<file path="src/core/scl_pkg.sv">
// constants and types for the serial configuration load port
// Summary of operation
// - shift data bit on each serial clock rise
// - load strobe rise copies word to latch
// - chip enable low powers down lock detect and monitor, not the latches
// - monitor shows lock, scaled VCO or reference
// - overload rising edge drops receive gain 6dB while the device is active
// - control latch field selects monitor source
// - lock after 3/5 good cycles, lost >25ns
package scl_pkg;
  localparam int WORD_W = 24;
  localparam int CTRL_W = 2;
  localparam int NUM_LATCH = 4;
  // latch indices from the control bits
  localparam logic [1:0] LATCH_CONTROL = 2'h0;
  localparam logic [1:0] LATCH_RCOUNT = 2'h1;
  localparam logic [1:0] LATCH_RXCAL = 2'h2;
  localparam logic [1:0] LATCH_TX = 2'h3;
  // field positions inside the latches
  localparam int MON_SEL_LSB = 4;
  localparam int MON_SEL_W = 3;
  localparam int PWR_DOWN_BIT = 2;
  localparam int LOCK_PREC_BIT = 20;
  // monitor source encodings
  localparam logic [2:0] MON_LOW = 3'h0;
  localparam logic [2:0] MON_LOCK = 3'h1;
  localparam logic [2:0] MON_VCO = 3'h2;
  localparam logic [2:0] MON_REF = 3'h3;
  localparam logic [2:0] MON_HIGH = 3'h4;
  // lock detect thresholds in ns and cycle counts
  localparam logic [7:0] LOCK_SET_NS = 8'h0F;
  localparam logic [7:0] LOCK_CLR_NS = 8'h19;
  localparam logic [2:0] LOCK_CNT_NORMAL = 3'h3;
  localparam logic [2:0] LOCK_CNT_PRECISE = 3'h5;
  localparam int GAIN_DROP_DB = 6;
  // apb byte offsets
  localparam logic [7:0] OFF_LATCH0 = 8'h00;
  localparam logic [7:0] OFF_STATUS = 8'h10;
  localparam logic [7:0] OFF_IRQ_STATUS = 8'h14;
  localparam logic [7:0] OFF_IRQ_MASK = 8'h18;
  localparam logic [7:0] OFF_CTRL = 8'h1C;
  // interrupt status bit positions
  localparam int IRQ_LOAD = 0;
  localparam int IRQ_OVERLOAD = 1;
  localparam int IRQ_LOCK_CHG = 2;
  localparam int IRQ_W = 3;
  localparam logic [WORD_W-1:0] LATCH_RESET = 24'h000000;
  localparam logic [IRQ_W-1:0] IRQ_MASK_RESET = 3'h0;
  typedef enum {LOCK_HUNT, LOCK_HELD} scl_lock_state_type;
endpackage

</file>
<file path="src/core/scl_shift_if.sv">
// word and load event from the serial shifter to the core
`timescale 1ns/1ps
interface scl_shift_if;
  logic [23:0] word;
  logic load_pulse;
  modport src (output word, output load_pulse);
  modport dst (input word, input load_pulse);
endinterface

</file>
<file path="src/core/scl_shifter.sv">
// three-wire serial shifter sampled on pclk
`timescale 1ns/1ps
module scl_shifter
  import scl_pkg::*;
(
  input wire logic pclk,
  input wire logic presetn,
  input wire logic serial_clock_input,
  input wire logic serial_bit_input,
  input wire logic latch_load_strobe,
  scl_shift_if.src sh
);
  logic [2:0] sync1_reg;
  logic [2:0] sync2_reg;
  logic sclk_prev_reg;
  logic le_prev_reg;
  logic [WORD_W-1:0] shift_reg;
  logic load_reg;
  wire sclk_rise = sync2_reg[0] & ~sclk_prev_reg;
  wire le_rise = sync2_reg[2] & ~le_prev_reg;

  // two-stage synchronisers for clock, data and strobe
  always_ff @(posedge pclk or negedge presetn)
    if (!presetn)
    begin
      sync1_reg <= 3'h0;
      sync2_reg <= 3'h0;
      sclk_prev_reg <= 1'b0;
      le_prev_reg <= 1'b0;
    end
    else
    begin
      sync1_reg <= {latch_load_strobe, serial_bit_input, serial_clock_input};
      sync2_reg <= sync1_reg;
      sclk_prev_reg <= sync2_reg[0];
      le_prev_reg <= sync2_reg[2];
    end

  // shift msb first, control bits end up lowest
  always_ff @(posedge pclk or negedge presetn)
    if (!presetn)
      shift_reg <= LATCH_RESET;
    else if (sclk_rise)
      shift_reg <= {shift_reg[WORD_W-2:0], sync2_reg[1]};

  // one-cycle load event on strobe rise
  always_ff @(posedge pclk or negedge presetn)
    if (!presetn)
      load_reg <= 1'b0;
    else
      load_reg <= le_rise;

  assign sh.word = shift_reg;
  assign sh.load_pulse = load_reg;
endmodule

</file>
<file path="src/core/scl_config_port.sv">
// serial configuration load port with apb status and control
`timescale 1ns/1ps
module scl_config_port
  import scl_pkg::*;
(
  input wire logic pclk,
  input wire logic presetn,
  input wire logic psel,
  input wire logic penable,
  input wire logic pwrite,
  input wire logic [7:0] paddr,
  input wire logic [31:0] pwdata,
  output logic [31:0] prdata,
  output logic pready,
  output logic pslverr,
  input wire logic serial_clock_input,
  input wire logic serial_bit_input,
  input wire logic latch_load_strobe,
  input wire logic chip_enable,
  input wire logic overload_gain_drop_pin,
  input wire logic vco_scaled_clock,
  input wire logic ref_scaled_clock,
  input wire logic pfd_cycle_pulse,
  input wire logic [7:0] phase_error_ns,
  output logic device_active,
  output logic rx_gain_drop,
  output logic lock_detect,
  output logic monitor_select_output,
  output logic irq
);
  import scl_pkg::*;

  function automatic logic hit(input logic [7:0] a, input logic [7:0] off);
    hit = (a == off);
  endfunction

  scl_shift_if sh ();
  logic [WORD_W-1:0] latch_reg [NUM_LATCH];
  logic [3:0] pin_s1_reg;
  logic [3:0] pin_s2_reg;
  logic ovf_prev_reg;
  logic lock_reg;
  logic [2:0] good_cnt_reg;
  scl_lock_state_type lock_state_reg;
  logic [IRQ_W-1:0] irq_status_reg;
  logic [IRQ_W-1:0] irq_mask_reg;
  logic ctrl_gain_clear_reg;
  logic gain_drop_reg;
  logic active_reg;
  logic mon_reg;
  logic irq_reg;
  logic [31:0] prdata_reg;
  logic pready_reg;
  logic pslverr_reg;

  // serial front end
  scl_shifter u_shifter (
    .pclk(pclk),
    .presetn(presetn),
    .serial_clock_input(serial_clock_input),
    .serial_bit_input(serial_bit_input),
    .latch_load_strobe(latch_load_strobe),
    .sh(sh)
  );

  // decoded configuration fields
  wire [1:0] dest = sh.word[CTRL_W-1:0];
  wire [MON_SEL_W-1:0] mon_sel = latch_reg[LATCH_CONTROL][MON_SEL_LSB +: MON_SEL_W];
  wire pwr_down_bit = latch_reg[LATCH_CONTROL][PWR_DOWN_BIT];
  wire precise = latch_reg[LATCH_RCOUNT][LOCK_PREC_BIT];
  wire [2:0] lock_need = precise ? LOCK_CNT_PRECISE : LOCK_CNT_NORMAL;
  wire ce_s = pin_s2_reg[0];
  wire ovf_s = pin_s2_reg[1];
  wire vco_s = pin_s2_reg[2];
  wire ref_s = pin_s2_reg[3];
  wire ovf_rise = ovf_s & ~ovf_prev_reg;
  wire err_bad = phase_error_ns > LOCK_CLR_NS;
  wire err_good = phase_error_ns < LOCK_SET_NS;

  // apb decode
  wire apb_done = psel & penable & pready_reg;
  wire apb_wr = apb_done & pwrite;
  wire apb_access = psel & penable & ~pready_reg;
  wire is_latch = (paddr[7:4] == OFF_LATCH0[7:4]) & (paddr[1:0] == 2'h0);
  wire mapped = is_latch | hit(paddr, OFF_STATUS) | hit(paddr, OFF_IRQ_STATUS)
    | hit(paddr, OFF_IRQ_MASK) | hit(paddr, OFF_CTRL);
  wire [IRQ_W-1:0] w1c = (apb_wr & hit(paddr, OFF_IRQ_STATUS)) ? pwdata[IRQ_W-1:0] : 3'h0;
  wire lock_next_up = lock_state_reg == LOCK_HUNT && pfd_cycle_pulse && err_good
    && (good_cnt_reg + 3'h1 >= lock_need);
  wire lock_next_dn = lock_state_reg == LOCK_HELD && pfd_cycle_pulse && err_bad;
  wire [IRQ_W-1:0] events = {lock_next_up | lock_next_dn, ovf_rise, sh.load_pulse};

  // read data selection
  logic [31:0] rd_mux;
  always_comb
  begin
    rd_mux = 32'h0;
    if (is_latch)
      rd_mux = {8'h0, latch_reg[paddr[3:2]]};
    else if (hit(paddr, OFF_STATUS))
      rd_mux = {27'h0, mon_reg, gain_drop_reg, lock_reg, active_reg, ce_s};
    else if (hit(paddr, OFF_IRQ_STATUS))
      rd_mux = {29'h0, irq_status_reg};
    else if (hit(paddr, OFF_IRQ_MASK))
      rd_mux = {29'h0, irq_mask_reg};
    else if (hit(paddr, OFF_CTRL))
      rd_mux = {31'h0, ctrl_gain_clear_reg};
  end

  // synchronisers for pins from outside the clock domain
  always_ff @(posedge pclk or negedge presetn)
    if (!presetn)
    begin
      pin_s1_reg <= 4'h0;
      pin_s2_reg <= 4'h0;
      ovf_prev_reg <= 1'b0;
    end
    else
    begin
      pin_s1_reg <= {ref_scaled_clock, vco_scaled_clock, overload_gain_drop_pin, chip_enable};
      pin_s2_reg <= pin_s1_reg;
      ovf_prev_reg <= ovf_s;
    end

  // four latches, written only on a completed load
  genvar gi;
  generate
    for (gi = 0; gi < NUM_LATCH; gi++)
    begin : g_latch
      always_ff @(posedge pclk or negedge presetn)
        if (!presetn)
          latch_reg[gi] <= LATCH_RESET;
        else if (sh.load_pulse && dest == 2'(gi))
          latch_reg[gi] <= sh.word;
    end
  endgenerate

  // device enable from pin and power-down bit
  always_ff @(posedge pclk or negedge presetn)
    if (!presetn)
      active_reg <= 1'b0;
    else
      active_reg <= ce_s & ~pwr_down_bit;

  // gain drop on overload rise, cleared by rx latch load or software
  always_ff @(posedge pclk or negedge presetn)
    if (!presetn)
      gain_drop_reg <= 1'b0;
    else if (ovf_rise && active_reg)
      gain_drop_reg <= 1'b1;
    else if ((sh.load_pulse && dest == LATCH_RXCAL) || ctrl_gain_clear_reg)
      gain_drop_reg <= 1'b0;

  // digital lock detect
  always_ff @(posedge pclk or negedge presetn)
    if (!presetn)
    begin
      lock_state_reg <= LOCK_HUNT;
      good_cnt_reg <= 3'h0;
      lock_reg <= 1'b0;
    end
    else if (!active_reg)
    begin
      lock_state_reg <= LOCK_HUNT;
      good_cnt_reg <= 3'h0;
      lock_reg <= 1'b0;
    end
    else if (pfd_cycle_pulse)
      case (lock_state_reg)
        LOCK_HUNT:
          if (lock_next_up)
          begin
            lock_state_reg <= LOCK_HELD;
            lock_reg <= 1'b1;
            good_cnt_reg <= 3'h0;
          end
          else
            good_cnt_reg <= err_good ? good_cnt_reg + 3'h1 : 3'h0;
        LOCK_HELD:
          if (err_bad)
          begin
            lock_state_reg <= LOCK_HUNT;
            lock_reg <= 1'b0;
          end
        default:
          lock_state_reg <= LOCK_HUNT;
      endcase

  // monitor multiplexer
  always_ff @(posedge pclk or negedge presetn)
    if (!presetn)
      mon_reg <= 1'b0;
    else if (!active_reg)
      mon_reg <= 1'b0;
    else
      case (mon_sel)
        MON_LOCK: mon_reg <= lock_reg;
        MON_VCO: mon_reg <= vco_s;
        MON_REF: mon_reg <= ref_s;
        MON_HIGH: mon_reg <= 1'b1;
        default: mon_reg <= 1'b0;
      endcase

  // sticky interrupt status, set wins over write-one clear
  always_ff @(posedge pclk or negedge presetn)
    if (!presetn)
    begin
      irq_status_reg <= 3'h0;
      irq_reg <= 1'b0;
    end
    else
    begin
      irq_status_reg <= (irq_status_reg & ~w1c) | events;
      irq_reg <= |(irq_status_reg & irq_mask_reg);
    end

  // apb slave: one wait state, writes at the completing edge
  always_ff @(posedge pclk or negedge presetn)
    if (!presetn)
    begin
      pready_reg <= 1'b0;
      pslverr_reg <= 1'b0;
      prdata_reg <= 32'h0;
      irq_mask_reg <= IRQ_MASK_RESET;
      ctrl_gain_clear_reg <= 1'b0;
    end
    else
    begin
      pready_reg <= apb_access;
      pslverr_reg <= apb_access & (~mapped | (pwrite & is_latch));
      prdata_reg <= (apb_access && !pwrite) ? rd_mux : 32'h0;
      ctrl_gain_clear_reg <= 1'b0; // self-clearing strobe
      if (apb_wr && hit(paddr, OFF_IRQ_MASK))
        irq_mask_reg <= pwdata[IRQ_W-1:0];
      if (apb_wr && hit(paddr, OFF_CTRL))
        ctrl_gain_clear_reg <= pwdata[0];
    end

  assign prdata = prdata_reg;
  assign pready = pready_reg;
  assign pslverr = pslverr_reg;
  assign device_active = active_reg;
  assign rx_gain_drop = gain_drop_reg;
  assign lock_detect = lock_reg;
  assign monitor_select_output = mon_reg;
  assign irq = irq_reg;
endmodule

</file>
<file path="config.mk">
export PLATFORM = sky130hd
export DESIGN_NAME = scl_config_port
export DESIGN_NICKNAME = d
export VERILOG_FILES = /design/src/core/scl_pkg.sv /design/src/core/scl_shift_if.sv /design/src/core/scl_shifter.sv /design/src/core/scl_config_port.sv
export SDC_FILE = /design/constraint.sdc
export NUM_CORES = 1
export LEC_CHECK = 0
export ABC_AREA = 1
export ABC_CLOCK_PERIOD_IN_PS = 1700
export BUFFER_PORTS_ARGS = -buffer_cell sky130_fd_sc_hd__buf_4
export CAP_MARGIN = 5
export CORE_MARGIN = 2
export CORE_UTILIZATION = 35
export DETAILED_ROUTE_END_ITERATION = 10
export PLACE_DENSITY_LB_ADDON = 0.05
export SYNTH_ARGS = -nofsm -noshare
export SYNTH_HDL_FRONTEND = slang
export SYNTH_SLANG_ARGS = --single-unit
export TNS_END_PERCENT = 20
</file>
<file path="constraint.sdc">
create_clock -name pclk -period 1.7 [get_ports pclk]
set_input_delay 0.085 -clock pclk [delete_from_list [all_inputs] [get_ports pclk]]
set_output_delay 0.085 -clock pclk [all_outputs]
set_load 0.02 [all_outputs]
</file>
## Word-level counts from Yosys, hierarchy flattened

Cells that the tools add are included.

| storage, ports and cells | value |
|---|---|
| input bits | 61 |
| output and inout port bits | 39 |
| word-level logic and storage cells | 134 |
| bits in registers | 219 |

| cells by class | value |
|---|---|
| bitwise logic cells | 29 |
| equality and inequality tests | 18 |
| muxes and demuxes | 31 |
| magnitude comparators | 4 |
| reduce and logical (&&, ||, !) cells | 25 |
| add/sub/neg operators | 1 |

Operator list:

| kind | count |
|---|---|
| 2-to-1 mux 32 bit | 5 |
| 2-to-1 mux 24 bit | 3 |
| zero test 32 bit | 2 |
| one-hot mux 32 bit (2 select lines) | 1 |
| binary-select mux 24 bit (select 2 bit) | 1 |
| equality test 32 x 1 -> 1 bit, second input constant | 1 |
| equality test 32 x 2 -> 1 bit, second input constant | 1 |
| equality test 8 x 5 -> 1 bit, second input constant | 4 |
| 2-to-1 mux 3 bit | 9 |
| logical AND 1 bit | 13 |
| AND 1 bit | 12 |
| 2-to-1 mux 1 bit | 9 |
| greater-than comparator 8 x 5 -> 1 bit, second input constant | 1 |
| less-than comparator 8 x 4 -> 1 bit, second input constant | 1 |
| AND 3 bit | 2 |
| equality test 3 x 2 -> 1 bit, second input constant | 2 |
| != test 3 bit, second input constant | 2 |
| inverter 1 bit | 6 |
| OR 1 bit | 6 |
| 2-to-1 mux 5 bit | 1 |
| equality test 2 bit, second input constant | 2 |
| zero test 2 bit | 2 |
| zero test 4 bit | 1 |
| one-hot mux 1 bit (4 select lines) | 1 |
| other kinds (20) | 20 |

## Depth between registers and ports, before layout

Gate-level depths: netlist (run 1).

| logic depth | value |
|---|---|
| depth in word-level cells | 9 |
| depth in mapped cells | 12 |
| gate-level depth less buffers | 12 |

## By module

A second synthesis (run 1) with hierarchy kept.

| unflattened totals | value |
|---|---|
| cell total of the unflattened synthesis | 815 |
| area total of the unflattened synthesis | 7632.3 µm² |

Modules (own cells, without submodules):

| module | cells an instance | area each (µm²) | instances |
|---|---|---|---|
| scl_config_port | 699 | 6373.6 | 1 |
| scl_shifter | 116 | 1258.7 | 1 |

## Worst setup path after synthesis (run 1)

Ideal clock, no wire load.

| timing | value |
|---|---|
| path type | reg2reg |
| start point | register good_cnt_reg[0] |
| end point | register lock_reg, in the netlist lock_detect |
| data arrival time | 1.596 ns |
| setup time | 0.118 ns |
| path buffers | 0 |
| cell stages (with the launch flop) | 13 |
| clock period less this slack | 1.713 ns |
| path slack | -0.013 ns |
| cells stage by stage | dfrtp_1 -> ha_1 -> xor2_1 -> ha_1 -> nand2_1 -> nor2_1 -> nor2_1 -> nor2_1 -> nand2_1 -> nand2_1 -> nand2_1 -> nand2_1 -> nand2_1 |

| between the ends | value |
|---|---|
| word-level cells in the longest chain between the ends | 5 |

Ends and longest elaborated chain:

| element | line | RTL |
|---|---|---|
| start: declaration | scl_config_port.sv:43 | `logic [2:0] good_cnt_reg;` |
| start signal: assignment | scl_config_port.sv:178 | `good_cnt_reg <= err_good ? good_cnt_reg + 3'h1 : 3'h0;` |
| adder 3 x 1 -> 3 bit | scl_config_port.sv:89 | `&& (good_cnt_reg + 3'h1 >= lock_need);` |
| >= comparator 3 bit | scl_config_port.sv:89 |  |
| logical AND 1 bit | scl_config_port.sv:89 |  |
| != test 3 bit (no line) | n/a |  |
| AND reduction 4 bit (no line) | n/a |  |
| end signal: assignment | scl_config_port.sv:160 | `lock_reg <= 1'b0;` |
| end signal: assignment | scl_config_port.sv:166 | `lock_reg <= 1'b0;` |
| end signal: assignment | scl_config_port.sv:174 | `lock_reg <= 1'b1;` |
| end: declaration | scl_config_port.sv:42 | `logic lock_reg;` |

Every way passes these cells.
A chain may end at the register's enable or synchronous reset.

## Final worst setup path (run 1)

| timing | value |
|---|---|
| start point | register good_cnt_reg[1] |
| end point | register lock_reg, in the netlist lock_detect |

Same word-level chain as after synthesis.

==> results.yml, run 1 <==
pwr:
  leakage_nw: 4.10
  total_power_mw: 9.87
  power_density_mw_per_mm2: 1110
  ir_drop_mv: 0.645
floorplanning:
  die_x_um: 147
  start_util_pct: 35.5
  die_h_um: 147
  core_area_mm2: 0.0202
  die_area_mm2: 0.0216
  core.rowCount: 52
  pin_count: 100
setup_path:
  start_kind: "register"
  crit_slowest_cell: "dfrtp_1"
  r2r_slack_ns: -0.13
  path_cells: "ha_2 -> xor2_2 -> ha_1 -> nand2_1 -> nand2_1 -> nor2_2 -> nor2_2 -> nand2_1 -> nand2_2 -> nand3_1 -> nand2_1"
  worstSetupPathType: "reg2reg"
  slowest_delay_ns: 0.39
  worstSetupStartpoint: "good_cnt_reg[1]"
  r2r_end: "lock_detect"
  critPathMaxFanout: 3
  worst_path_most_repeated_cell: "nand2_1"
  arrival_ns: 2.15
  r2r-start: "good_cnt_reg[1]"
  cp.required_ns: 2.03
  cp-endpoint: "lock_detect"
  end_kind: "register"
  rr_worst_depth: 11
cells_and_area:
  layout-drive-gt1-share_pct: 16.8
  syn2layout_area_growth_pct: 24.1
  n_fill_cell: 1976
  post_layout_nonfiller_instances: 1117
  largest_reg_flops: 96
  antenna_cells: 0
  final_nets: 898
sta:
  maxSlewHeadroom_pct: 62.5
  finalHoldViolCount: 0
  drv_slew: 0
  final.setup_skew_ns: 0.00977
  tightest_slew_ns: 0.562
  min_period_ns: 1.83
  clock.fmax_mhz: 548
  setup_viol: 5
  rsz0062_at_grt: "true"
  finalCritPeriodShare_pct: 107
  setup_slack_ns: -0.125
place:
  port_buffers: 62
  post-place-ws_ns: -0.146
  dp_hpwl_mm: 11.0
  place_inst: 1066
  gp_congestion: 0.824
drt:
  drt-wirelength-per-cell_um: 15.6
  drcViolationCount: 0
  dr.pass1.iters: 4
  vias: 5312
  via_per_inst: 4.76
  ant_nets: 0
  drtIter0Drc: 263
  wl_mm: 17.4
grt:
  grt_remaining_overflow: 0
  grt_usage_pct: 17.2
  antenna_found_initial: 0
  grt_pass1_vias: 5366
  grt_max_degree: 54
  grt_first_pass_wirelength_mm: 28.8
yosys:
  netlist_instances: 740
  synth_edf_count: 0
  synth_most_common_cell: "nand2_1"
  ys_seq_area_share_pct: 62.9
  synth_cell_type_count: 33
  yosys_most_used_dff: "dfrtp_1"
  ys_ff_latch: 180
  avgSynthCellArea_um2: 9.68
  synth_area_leaders: "dfrtp_1, nand2_1, o21ai_0, a22oi_1, inv_1"
  netlist.area_leader.share_pct: 62.9
  synthesis.area_mm2: 0.00717
  synth_largest_area_cell: "dfrtp_1"
  ys_top_cells_by_count: "nand2_1, dfrtp_1, o21ai_0, inv_1, nor2_1"
  yosysWarnings: 0
  synthArstFlopShare_pct: 100
cts:
  cts.sinks: 180
  insertion_delay_ns: 0.43
  cts_inserted_buffers: 17
  cts_tree: "done"
  cts_htree_levels: 4
  clk_path_buf_depth: 2
  cts_root_buf: "clkbuf_16"
  path_clk_slew_ns: 0.07
hold_path:
  min_path_type: "in2reg"
run_status:
  status: "complete, but fails checks"
  failed_checks: "setup timing"
flow_run:
  cap_violations: 0
-- final cells by class --
cell class | count | area, um2 | share of cell area [%]
Clock buffer | 19 | 443 | 4.98
Clock inverter | 13 | 104 | 1.17
Inverter | 67 | 254 | 2.86
Multi-Input combinational cell | 461 | 2260 | 25.4
Sequential cell | 180 | 4500 | 50.7
Tap cell | 270 | 338 | 3.80
Timing Repair Buffer | 107 | 987 | 11.1
-- where the power goes --
group / internal [mW] / leakage, nW / switching [mW] / total, mW
Clock: 1.93 / 0.257 / 1.74 / 3.67
Sequential: 4.73 / 2.40 / 0.291 / 5.02
Combinational: 0.453 / 1.44 / 0.734 / 1.19
-- through the flow --
step	hold WS, ns	instance area [um2]	TNS [ns]	util, %
after floorplan	-0.211	7190	0	-
after global placement	0.0470	8130	-0.232	40.3
after detailed placement	0.0490	8130	-0.470	40.3
after CTS	0.0247	8870	-0.437	44.0
after global routing	0.0534	8890	-0.991	44.1
final	0.0373	8890	-0.459	44.1
-- how the worst min path moves through the flow --
| stage | cells after the start | startpoint | to | slack, ns |
|---|---|---|---|---|
| after floorplan | 0 | presetn | ctrl_gain_clear_reg | -0.21 |
| after global placement | 1 | presetn | irq_status_reg[1] | 0.05 |
| after detailed placement | 1 | presetn | irq_status_reg[1] | 0.05 |
| after CTS | 4 | paddr[3] | pslverr | 0.02 |
| after global routing | 4 | paddr[3] | pslverr | 0.05 |
| final | 4 | paddr[2] | pslverr | 0.04 |
-- kinds of logic (layout without fill, tap and decap cells) --
| family | count (synthesis) | in the layout | synth area share (%) |
|---|---|---|---|
| other | 1 | 8 | 0.0523 |
| AO/OA/AOI/OAI | 196 | 196 | 15.3 |
| buffers and inverters | 106 | 206 | 6.39 |
| AND/OR/NAND/NOR | 253 | 253 | 14.8 |
| adder cells (fa/ha/maj) | 3 | 3 | 0.524 |
| flip-flops | 180 | 180 | 62.9 |
| XOR/XNOR | 1 | 1 | 0.122 |
-- routing by layer --
metal / track usage [%] / wire (um)
met5: 0 / 0
met1: 23.8 / 8340
met4: 5.67 / 250
met2: 27.0 / 8230
met3: 3.73 / 620
-- cells in the final DEF, fill, tap and decap left out, types with 2 or more instances in the layout --
cell           instances
clkinv_4               5
o21ai_1                3
dfrtp_1              180
clkinvlp_4             4
a21oi_1               24
ha_1                   2
buf_4                 78
clkinv_2               2
conb_1                 8
nand2_1              180
inv_2                  2
o211ai_1               2
nor3_4                 2
nand2_2                2
o21ai_0              121
clkbuf_16             17
o22ai_1                4
nor2_1                35
a22oi_1               35
nand4_1                7
nor2_2                 5
a31oi_1                3
inv_1                 64
nor2_4                 2
dlygate4sd3_1         17
nand3_2                3
nand3_1               13
buf_12                11
-- critical path: cells and delay by family (launching register included) --
family / cells / cell delay, ns
and+or+nand+nor: 8 / 0.65
adders and majority gates: 2 / 0.53
DFF: 1 / 0.39
xor gates and xnor gates: 1 / 0.15
-- repair_timing --
action,CTS,global route
gates resized for setup,4,6
hold buffers,17,0
buffers inserted,1,1
pin swaps,5,5
endpoints found under the hold margin,92,0
endpoints found under the setup margin,4,6
Power figures use the tool's default switching activity.
==> run 2, diff against run 1 <==
--- a/config.mk
+++ b/config.mk
@@ -5,11 +5,11 @@
 export SDC_FILE = /design/constraint.sdc
 export NUM_CORES = 1
 export LEC_CHECK = 0
-export ABC_AREA = 1
+export ABC_AREA = 0
 export ABC_CLOCK_PERIOD_IN_PS = 1700
 export BUFFER_PORTS_ARGS = -buffer_cell sky130_fd_sc_hd__buf_4
 export CAP_MARGIN = 5
-export CORE_MARGIN = 2
+export CORE_MARGIN = 3
 export CORE_UTILIZATION = 35
 export DETAILED_ROUTE_END_ITERATION = 10
 export PLACE_DENSITY_LB_ADDON = 0.05
==> run 2 against run 1 <==
  * The flow still finishes with violations (setup timing)
  * Total power increased by 16%
  * Core utilization increased by 1.1 points
  * Critical path depth decreased by 3
  * Cell count decreased by 22%
  * Area after synthesis increased by 3.3%
  * Sequential power increased by 11%
==> results.yml, run 2 <==
yosys:
  synth_cell_type_count: 49
  yosysWarnings: 0
  ys_top_cells_by_count: "dfrtp_1, mux2_2, mux4_2, nor2b_1, clkbuf_1"
  synth_edf_count: 0
  yosys_most_used_dff: "dfrtp_1"
  ys_ff_latch: 180
  ys_seq_area_share_pct: 60.9
  netlist_instances: 477
  synth_most_common_cell: "dfrtp_1"
  synth_area_leaders: "dfrtp_1, mux2_2, mux4_2, nor2b_4, nor2b_1"
  synthesis.area_mm2: 0.00740
  avgSynthCellArea_um2: 15.5
  synthArstFlopShare_pct: 100
  synth_largest_area_cell: "dfrtp_1"
  netlist.area_leader.share_pct: 60.9
cells_and_area:
  syn2layout_area_growth_pct: 25.1
  layout-drive-gt1-share_pct: 49.7
  antenna_cells: 0
  n_fill_cell: 1848
  regArea_mm2: 0.00451
  largest_reg_flops: 96
  multiInputGateArea_mm2: 0.00278
  final_nets: 651
  final_common_cell: "dfrtp_1"
  final_cell_mix: "dfrtp_1, mux2_2, buf_4, mux4_2, clkbuf_16"
  post_layout_nonfiller_instances: 869
floorplanning:
  die_x_um: 151
  core.rowCount: 52
  core_area_mm2: 0.0205
  die_h_um: 151
  die_area_mm2: 0.0229
  pin_count: 100
  start_util_pct: 36.1
grt:
  antenna_found_initial: 0
  grt_pass1_vias: 4471
  grtUsageMet3_pct: 3.38
  grt_max_degree: 45
  grt_remaining_overflow: 0
  top_usage_layer: "met2"
  grt_usage_pct: 14.4
  grt_first_pass_wirelength_mm: 25.1
  use_met2_pct: 23.0
  met1_usage_pct: 19.8
cts:
  clk_path_buf_depth: 2
  cts.sinks: 180
  path_clk_slew_ns: 0.06
  cts_htree_levels: 4
  cts_root_buf: "clkbuf_16"
  cts_tree: "done"
  cts_inserted_buffers: 17
  insertion_delay_ns: 0.42
run_status:
  status: "complete, but fails checks"
  failed_checks: "setup timing"
pwr:
  power_frac_seq_pct: 49.0
  power_density_mw_per_mm2: 1230
  leakage_nw: 4.30
  switchingPower_mw: 2.78
  ir_drop_mv: 0.701
  p_sw_share_pct: 24.4
  p_clk_share_pct: 36.7
  power_frac_comb_pct: 14.3
  p_int_mw: 8.63
place:
  place_inst: 819
  port_buffers: 62
  dp_hpwl_mm: 10.2
  gp_congestion: 0.726
sta:
  min_period_ns: 1.94
  drv_slew: 0
  final.setup_skew_ns: 0.00776
  maxSlewHeadroom_pct: 60.4
  setup_viol: 6
  tns_ns: -1.16
  rsz0062_at_grt: "true"
  finalHoldViolCount: 0
  tightest_slew_ns: 0.579
  clock.fmax_mhz: 517
  setup_slack_ns: -0.235
  finalCritPeriodShare_pct: 114
flow_run:
  cap_violations: 0
drt:
  dr.pass1.iters: 4
  via_per_inst: 4.80
  drcViolationCount: 0
  drt-wirelength-per-cell_um: 17.6
  vias: 4168
  drtIter0Drc: 191
  wl_mm: 15.3
  ant_nets: 0
setup_path:
  path_cells: "ha_2 -> nor2b_4 -> or2_4 -> ha_4 -> and3b_1 -> a211oi_2 -> nand2b_4 -> o211ai_1"
  crit_slowest_cell: "dfrtp_1"
  rr_worst_depth: 8
  worstSetupPathType: "reg2reg"
  arrival_ns: 2.23
  crit_family: "simple AND/OR/NAND/NOR gates"
  crit_cells: 8
  cp.required_ns: 1.99
  critPathBufInv: 0
  end_kind: "register"
  start_kind: "register"
  critPathMaxFanout: 3
  slowest_delay_ns: 0.39
hold_path:
  min_path_type: "in2reg"
  holdPathStages: 3
[run 2: cell types whose count changed in the layout (fill, tap and decap cells not counted), moves of 10 or more]
| cell | delta |
|---|---|
| mux4_2 | +24 |
| nor2b_1 | +14 |
| mux2_2 | +113 |
| o21ai_0 | -118 |
| nand2_1 | -166 |
| a21oi_1 | -20 |
| nor2_1 | -26 |
| a22oi_1 | -31 |
| nor2b_4 | +11 |
| nand3_1 | -10 |
| inv_1 | -59 |
| buf_4 | +14 |
[run 2: path summary, 6_finish.rpt]
path                                      start                end  slack (ns)
worst max-delay path            good_cnt_reg[0]  irq_status_reg[2]       -0.24
worst min-delay path                   paddr[7]            pslverr        0.01
worst max register to register  good_cnt_reg[0]  irq_status_reg[2]       -0.24
worst min register to register    pin_s1_reg[1]      pin_s2_reg[1]        0.35
max in group asynchronous               presetn       latch_reg[1]        0.96
min in group asynchronous               presetn         prdata[19]        0.17
[run 2: logic make-up after synthesis]
group           Yosys count  synth area share [%]
simple gates             85                  7.66
flops                   180                  60.9
other cells               1                0.0507
buf+inv                  36                  2.64
fa+ha+maj                 3                 0.507
mux                     141                  25.2
compound gates           31                  3.06
[run 2: metrics by stage]
step	worst slack, ns	utilization [%]	total power, mW	hold WS (ns)	area [um2]
after floorplan	-0.186	-	6.67	-0.211	7470
after global placement	-0.240	41.2	7.27	0.0527	8440
after detailed placement	-0.320	41.2	7.32	0.0569	8440
after CTS	-0.253	45.1	11.6	0.00404	9240
after global routing	-0.339	45.2	12.0	0.0286	9260
final	-0.235	45.2	11.4	0.0133	9260
[run 2: area by class of cell]
cell class / count / area share [%]
timing repair buffer: 115 / 10.6
clock buffer: 20 / 4.93
inverter: 5 / 0.203
clock inverter: 11 / 1.89
sequential: 180 / 48.7
multi-input combinational: 268 / 30.1
tap: 270 / 3.65
[run 2: worst reg2reg max path: stages (launching register included)]
cell	delay [ns]
dfrtp_1	0.39
ha_2	0.19
nor2b_4	0.12
or2_4	0.23
ha_4	0.21
and3b_1	0.17
a211oi_2	0.23
nand2b_4	0.19
o211ai_1	0.08
[run 2: repair_timing]
action,in CTS,in global routing
setup endpoints to repair,6,20
cloned,0,0
setup buffers,1,2
hold buffers,16,0
endpoints found under the hold margin,171,0
resized for setup,1,2
pin swaps,4,1
[run 2: power groups by stage]
stage               sequential (mW)  combinational [mW]  clock (mW)
floorplan                      5.50                1.17           0
global placement               5.66                1.61           0
detailed placement             5.68                1.64           0
CTS                            5.60                1.68        4.33
global route                   5.71                1.81        4.52
finish                         5.59                1.64        4.19
[run 2: per-layer routing]
metal  share of wire (%)  vias up
met2                  49       58
li1                    -     1925
met4                0.79        0
met3                 2.9        8
met1                  48     2177
met5                   0        -
